### src/rtl/odgq_pkg.sv
// Package with constants and carrier types for the open-drain pin quad
package odgq_pkg;

  // ****************************************************************
  // Register map
  // ****************************************************************
  localparam logic [7:0] ODGQ_ADDR_CTRL  = 8'h0F;
  localparam logic [7:0] ODGQ_ADDR_PINS  = 8'h10;
  localparam logic [7:0] ODGQ_RST_CTRL   = 8'h00;
  localparam logic [7:0] ODGQ_RST_PINS   = 8'h00;
  localparam int         ODGQ_NPINS      = 4;
  localparam int         ODGQ_DIR_LSB    = 4;
  localparam int         ODGQ_LVL_LSB    = 0;
  localparam int         ODGQ_EDGE_LSB   = 4;
  localparam int         ODGQ_MASK_LSB   = 0;
  localparam int         ODGQ_SYNC_STAGES = 2;

  // ****************************************************************
  // Carrier types
  // ****************************************************************
  typedef struct packed {
    logic       wr;
    logic       rd;
    logic [7:0] addr;
    logic [7:0] wdata;
  } odgq_req_type;

  typedef struct packed {
    logic       valid;
    logic       hit;
    logic [7:0] rdata;
  } odgq_rsp_type;

endpackage

### src/rtl/odgq_sync.sv
// Multi-bit two-flop synchroniser for asynchronous pin inputs
`timescale 1ns/1ps
module odgq_sync #(
  parameter int WIDTH = 4
) (
  // Clock and reset
  input  wire logic             clock_i,
  input  wire logic             nrst_i,
  // Data
  input  wire logic [WIDTH-1:0] async_i,
  output logic      [WIDTH-1:0] sync_o
);

  logic [WIDTH-1:0] meta_ff;
  logic [WIDTH-1:0] sync_ff;

  // First stage feeds only the second stage
  always_ff @(posedge clock_i or negedge nrst_i) begin
    if (!nrst_i) begin
      meta_ff <= '0;
      sync_ff <= '0;
    end else begin
      meta_ff <= async_i;
      sync_ff <= meta_ff;
    end
  end

  assign sync_o = sync_ff;

endmodule

### src/rtl/odgq_top.sv
// Four open-drain pins with direction, level, edge and mask registers
`timescale 1ns/1ps
module odgq_top
  import odgq_pkg::*;
#(
  parameter int NPINS = 4
) (
  // Clock and reset
  input  wire logic                   clock_i,
  input  wire logic                   nrst_i,
  // Register access from the serial interface logic
  input  wire odgq_pkg::odgq_req_type req_i,
  output odgq_pkg::odgq_rsp_type      rsp_o,
  // Pins: level in, driven level out, output enable (low drives)
  input  wire logic [NPINS-1:0]       pin_i,
  output logic      [NPINS-1:0]       pin_o,
  output logic      [NPINS-1:0]       pin_oe_n_o,
  // Per-pin interrupt event pulses
  output logic      [NPINS-1:0]       pin_event_o
);

  // ****************************************************************
  // Storage
  // ****************************************************************
  logic [NPINS-1:0] dir_ff;
  logic [NPINS-1:0] lvl_ff;
  logic [NPINS-1:0] edge_ff;
  logic [NPINS-1:0] mask_ff;
  logic [NPINS-1:0] pin_sync;
  logic [NPINS-1:0] pin_prev_ff;
  logic [NPINS-1:0] event_ff;
  odgq_rsp_type     rsp_ff;
  logic             wr_pins;
  logic             wr_ctrl;

  assign wr_pins = req_i.wr && (req_i.addr == ODGQ_ADDR_PINS);
  assign wr_ctrl = req_i.wr && (req_i.addr == ODGQ_ADDR_CTRL);

  // Pins are asynchronous; nothing looks at them before two flops
  odgq_sync #(
    .WIDTH   (NPINS)
  ) u_sync (
    .clock_i (clock_i),
    .nrst_i  (nrst_i),
    .async_i (pin_i),
    .sync_o  (pin_sync)
  );

  // ****************************************************************
  // Direction and level register
  // ****************************************************************
  // Directions from the upper nibble; reset leaves every pin an input
  always_ff @(posedge clock_i or negedge nrst_i) begin
    if (!nrst_i) begin
      dir_ff <= ODGQ_RST_PINS[ODGQ_DIR_LSB +: NPINS];
    end else if (wr_pins) begin
      dir_ff <= req_i.wdata[ODGQ_DIR_LSB +: NPINS];
    end
  end

  // Level bits: input pins track the pin, output pins take writes
  // The new direction applies, so a pin turned to output takes its level
  genvar g;
  generate
    for (g = 0; g < NPINS; g++) begin : g_lvl
      logic nxt_dir;
      assign nxt_dir = wr_pins ? req_i.wdata[ODGQ_DIR_LSB + g] : dir_ff[g];
      always_ff @(posedge clock_i or negedge nrst_i) begin
        if (!nrst_i) begin
          lvl_ff[g] <= ODGQ_RST_PINS[ODGQ_LVL_LSB + g];
        end else if (!nxt_dir) begin
          lvl_ff[g] <= pin_sync[g];
        end else if (wr_pins) begin
          lvl_ff[g] <= req_i.wdata[ODGQ_LVL_LSB + g];
        end
      end
    end
  endgenerate

  // Open drain: only ever pull low, never drive high
  assign pin_o      = '0;
  assign pin_oe_n_o = ~(dir_ff & lvl_ff);

  // ****************************************************************
  // Edge select and mask register
  // ****************************************************************
  always_ff @(posedge clock_i or negedge nrst_i) begin
    if (!nrst_i) begin
      edge_ff <= ODGQ_RST_CTRL[ODGQ_EDGE_LSB +: NPINS];
      mask_ff <= ODGQ_RST_CTRL[ODGQ_MASK_LSB +: NPINS];
    end else if (wr_ctrl) begin
      edge_ff <= req_i.wdata[ODGQ_EDGE_LSB +: NPINS];
      mask_ff <= req_i.wdata[ODGQ_MASK_LSB +: NPINS];
    end
  end

  // ****************************************************************
  // Edge detection on synchronised input pins
  // ****************************************************************
  // Output pins raise no events; the mask blocks the event at source
  always_ff @(posedge clock_i or negedge nrst_i) begin
    if (!nrst_i) begin
      pin_prev_ff <= '0;
      event_ff    <= '0;
    end else begin
      pin_prev_ff <= pin_sync;
      event_ff    <= ~dir_ff & ~mask_ff &
                     ((edge_ff & pin_sync & ~pin_prev_ff) |
                      (~edge_ff & ~pin_sync & pin_prev_ff));
    end
  end

  assign pin_event_o = event_ff;

  // ****************************************************************
  // Read path
  // ****************************************************************
  // Unmapped addresses answer with hit low and zero data
  always_ff @(posedge clock_i or negedge nrst_i) begin
    if (!nrst_i) begin
      rsp_ff <= '0;
    end else begin
      rsp_ff.valid <= req_i.rd;
      rsp_ff.hit   <= req_i.rd && ((req_i.addr == ODGQ_ADDR_PINS) ||
                                   (req_i.addr == ODGQ_ADDR_CTRL));
      if (req_i.rd && req_i.addr == ODGQ_ADDR_PINS) begin
        rsp_ff.rdata <= {dir_ff, lvl_ff};
      end else if (req_i.rd && req_i.addr == ODGQ_ADDR_CTRL) begin
        rsp_ff.rdata <= {edge_ff, mask_ff};
      end else begin
        rsp_ff.rdata <= 8'h00;
      end
    end
  end

  assign rsp_o = rsp_ff;

endmodule

### config.mk
export PLATFORM = sky130hd
export DESIGN_NAME = odgq_top
export DESIGN_NICKNAME = d
export VERILOG_FILES = /design/src/rtl/odgq_pkg.sv /design/src/rtl/odgq_sync.sv /design/src/rtl/odgq_top.sv
export SDC_FILE = /design/constraint.sdc
export NUM_CORES = 1
export LEC_CHECK = 0
export CAP_MARGIN = 20
export CORE_ASPECT_RATIO = 1.1
export CORE_MARGIN = 3
export CORE_UTILIZATION = 60
export CTS_BUF_LIST = sky130_fd_sc_hd__clkbuf_8 sky130_fd_sc_hd__clkbuf_16
export DETAILED_ROUTE_END_ITERATION = 12
export DONT_BUFFER_PORTS = 1
export PLACE_DENSITY_LB_ADDON = 0.05
export SLEW_MARGIN = 20
export SYNTH_ARGS = -nofsm -noshare
export SYNTH_HDL_FRONTEND = slang
export SYNTH_HIERARCHICAL = 1
export SYNTH_SLANG_ARGS = --single-unit
### constraint.sdc
create_clock -name clock_i -period 1.47 [get_ports clock_i]
set_input_delay 0.2205 -clock clock_i [delete_from_list [all_inputs] [get_ports clock_i]]
set_output_delay 0.2205 -clock clock_i [all_outputs]
set_load 0.02 [all_outputs]
Word level (Yosys, flattened, before mapping) --
Index checks and enable logic that the tools add are counted.
Word-level totals: output and inout port bits 22, ROM bits 0, latch bits 0, bits in registers 42, bits in writable memories 0, memories kept 0
Operators by class: add/subtract/negate cells 0, muxes and demuxes 14, eq/ne operators 6, $mul 0, reduce and logical (&&, ||, !) cells 6, bitwise logic cells 14, div/mod/pow operators 0, magnitude comparators 0, shifts and indexed selects 0
Operators with widths (number):
- 4-bit bitwise AND | 7
- 4-bit NOT | 6
- 8-bit 2-to-1 mux | 2
- 1-bit 2-to-1 mux | 12
- 8-bit by 4-bit == test with 1-bit output (second input constant) | 1
- 8-bit by 5-bit == test with 1-bit output (second input constant) | 1
- 2-bit inequality test (second input constant) | 4
- 1-bit logical AND | 5
- 4-bit OR | 1
- 1-bit logical OR | 1

Logic depth before layout (Yosys ltp) --
word-level depth 5, gate-level depth with buffers 4

Hierarchy --
The synthesis kept the hierarchy.
By module, submodules not included:
- odgq_top | area each 1508.9 um^2, instances 1, cells an instance 120
- odgq_sync | area each 200.2 um^2, instances 1, cells an instance 8

Worst setup path after synthesis --
OpenSTA, ideal clock, no wires.
kind input -> register, from input port req_i[8] (netlist bit), to register dir_ff[0], cell stages on the path 4, arrival time 1.335 ns, setup slack 0.010 ns, setup time 0.125 ns, path buffers 1, cell sequence nor4b_4 and4b_1 buf_6 mux2_4
On the way: cells in the longest elaborated chain, start to end 2
Ends and longest elaborated chain:
- from (decl) | line odgq_top.sv:12 | input wire odgq_pkg::odgq_req_type req_i,
- 8-bit by 5-bit == test with 1-bit output | line odgq_top.sv:36 | assign wr_pins = req_i.wr && (req_i.addr == ODGQ_ADDR_PINS);
- 1-bit logical AND | line odgq_top.sv:36
- to (signal assigned) | line odgq_top.sv:55 | dir_ff <= ODGQ_RST_PINS[ODGQ_DIR_LSB +: NPINS];
- to (signal assigned) | line odgq_top.sv:57 | dir_ff <= req_i.wdata[ODGQ_DIR_LSB +: NPINS];
- to (decl) | line odgq_top.sv:25 | logic [NPINS-1:0] dir_ff;
No other way between the ends. A chain may end at the register's enable or synchronous reset.

Final worst setup path --
from register dir_ff[0], to output port pin_oe_n_o[0]
On the way: cells in the longest elaborated chain, start to end 2
Ends and longest elaborated chain:
- 4-bit bitwise AND | line odgq_top.sv:82 | assign pin_oe_n_o = ~(dir_ff & lvl_ff);
- 4-bit NOT | line odgq_top.sv:82
- to (decl) | line odgq_top.sv:17 | output logic [NPINS-1:0] pin_oe_n_o,
No other way between the ends.

==> run metrics <==
outcome finished, final reports clean; DR iter-0 viols 35; Syn Std Cell Area between 0.0015 and 0.002 sq mm; Clock Skews between 0.003 and 0.004 ns; diode count 0; Startpoint Class register; sequential share of power 0.504; vias per cell between 5 and 6; Max Clk Rate between 800 and 900 MHz; Crit path max-delay family flip-flops; Post-CTS Setup Inserts 0; Final Hold Viols 0; Yosys reg bits between 40 and 50; DRC 0; HP Start req_i[9]; largest net degree at the start of global routing 43; layout cells sized above 1 0.203; Net Sw Frac 0.198; Crit Path Max Fanout 5; Comb pwr share 0.051; RSZ-0062 raised after global routing false; DP Wirelength between 2 and 2.5 mm; Post-Synth Adder-Cell Area 0; Int Pwr about 0.0020 W; Final min period ~1.2 ns; Overall Power approximately 0.0025 W; grt ovf 0; Worst-path clk slew ~0.080 ns; GRT Overall Usage 0.195; most frequent cells in the layout 42 x dfrtp_1, 12 x nand3b_1, 12 x mux2i_1; I/O pin total 46; Final Cycle Share 0.806; first-pass GRT wire length 4.99 mm; antenna violations before repair 0; CTS Buf Count 5; dominant cell type by area after synthesis dfrtp_1; worst reg2reg path startpoint edge_ff[0]; # resized after CTS 0; Final WS setup roughly 0.29 ns; Ys Warns 6; clk root buf clkbuf_8; Die H 62.0 um; worst slack at placement around 0.073 ns; R2R Setup Slk approximately 0.57 ns; WS Path Type register to output pin; number of port buffers 0; leak pwr between 0.8 and 0.9 nW; Post-Route WL between 3 and 4 mm; Mapped Cells 128; Detailed Routing Iterations Pass 1 4; Area Overhead vs Synth 15.6%; WL per Instance about 18 um; Final TNS setup 0 ns; Synth Area in Simple Gates 0.148; Die Wd ~57 um; Skew-Pair Late Insertion Delay just under 0.3 ns; compound-cell area share of the yosys netlist 0.0439; Yosys cell types 20; RePlAce Congestion around 0.74; pwr/cell area roughly 1300 mW/mm^2; endpoint class of the critical path output pin; Die Area between 0.003 and 0.004 sq mm; # Max-Cap Violations 0; peak supply drop between 1000 and 1500 uV; CTS tree yes; worst-case clock buffer depth 2; core area 0.00262 sq mm; slowest stage cell, crit path dfrtp_1; top cells by area, synth dfrtp_1 61%, mux2i_1 7.0%, mux2_2 5.3%, nand3b_1 5.3%, mux2_4 3.5%; Mean Syn Cell Area roughly 13 sq um; row count 19; via count about 1000; CP Launch Point dir_ff[0]; Slew Limit Fails 0; Psw 0.000490 W; CTS sink cnt 42; crit path cell chain nand2_1; Post-DRT Antenna Nets 0; xor-xnor portion of the synthesized cell area 0; Hold Crit Class primary input to register; share of the synthesized area in the top cell type 0.615; main combinational cell family by area after synthesis multiplexers; critical path data required time approximately 1.3 ns; final setup vio count 0; Seq/Total Area, Yosys 0.615; CP Buf/Inv Count 0; Slowest Stage Delay on Critical Path approximately 0.46 ns; Initial Utilization 0.654; hold_ws a little under 0.06 ns; clock power share 0.445; Clock H-tree levels 2; Layout Nets between 150 and 200; number of global-route vias before repair about 1100; most common cell after layout, fill and taps aside dfrtp_1; mux share of post-synthesis cell area 0.158; final cell utilization of the core 0.756; Critical Path AT ~0.96 ns
[cell families after synthesis]
| family | after synthesis |
|---|---|
| flip-flops | 42 |
| other | 1 |
| AO/OA/AOI/OAI | 13 |
| AND/OR/NAND/NOR | 40 |
| multiplexers | 24 |
| buffers and inverters | 8 |
[power groups by stage]
| stage | logic [W] | clock network [W] | registers (W) |
|---|---|---|---|
| 3_3_place_gp | 0.0000847 | 0 | 0.00127 |
| 5_1_grt | 0.000139 | 0.00117 | 0.00126 |
| 2_1_floorplan | 0.0000894 | 0 | 0.00126 |
| 6_report | 0.000126 | 0.00110 | 0.00125 |
| 4_1_cts | 0.000128 | 0.00113 | 0.00125 |
| 3_5_place_dp | 0.0000864 | 0 | 0.00127 |
[synth_stat cells]
master / instances
dfrtp_1: 42
mux2i_1: 12
nand3b_1: 12
nand2_1: 10
a21oi_1: 9
mux2_2: 8
nand3_1: 8
buf_4: 5
a211oi_1: 4
mux2_4: 4
nor2_1: 4
clkbuf_1: 2
and4b_1: 1
and4b_2: 1
buf_6: 1
conb_1: 1
nand4_2: 1
nor3_1: 1
nor4b_4: 1
or2b_1: 1
[worst paths after layout]
| check | endpoint | cells after the start |
|---|---|---|
| worst max-delay path | pin_oe_n_o[0] | 1 |
| worst min-delay path | rsp_o[8] | 2 |
| worst max register to register | pin_event_o[0] | 3 |
| worst min register to register | u_sync/sync_o[3] | 0 |
| max in group asynchronous | lvl_ff[2] | 2 |
| min in group asynchronous | pin_event_o[3] | 2 |
[routing by layer]
metal	share of wire	wire length [um]	track usage
met5	0	0	0
met1	0.39	1210	0.212
met4	0.023	72	0.116
met2	0.51	1590	0.339
met3	0.075	231	0.0640
[sequential cells by signal, summed over array words and instances (netlist names)]
register and flops:
pin_event_o 4, rsp_o 10, edge_ff 4, dir_ff 4, u_sync/meta_ff 4, pin_prev_ff 4, lvl_ff 4, u_sync/sync_o 4
mask_ff 4
[through the flow]
step | cell area, sq um | cells
floorplan | 1720 | 131
global placement | 1750 | 159
detailed placement | 1750 | 159
CTS | 1980 | 174
global route | 1980 | 174
finish | 1980 | 174
[area by class of cell]
class	count	area, sq um
Fill cell	171	639
Timing Repair Buffer	12	130
Sequential cell	42	1050
Tap cell	31	38.8
Multi-Input combinational cell	81	613
Clock buffer	6	82.6
Clock inverter	2	60.1
[worst reg2reg max path: cells and delay by family, from the launching register on]
family | cells | cell delay (ns)
and+or+nand+nor | 2 | 0.19
AOI/OAI and AO/OA | 1 | 0.21
DFF | 1 | 0.41
[what timing repair did]
action | 4_1_cts | 5_1_grt
hold buffers | 7 | 0
endpoints found under the setup margin | 0 | 0
endpoints found under the hold margin | 47 | 0
No activity file was read; power rests on OpenSTA's default activity.
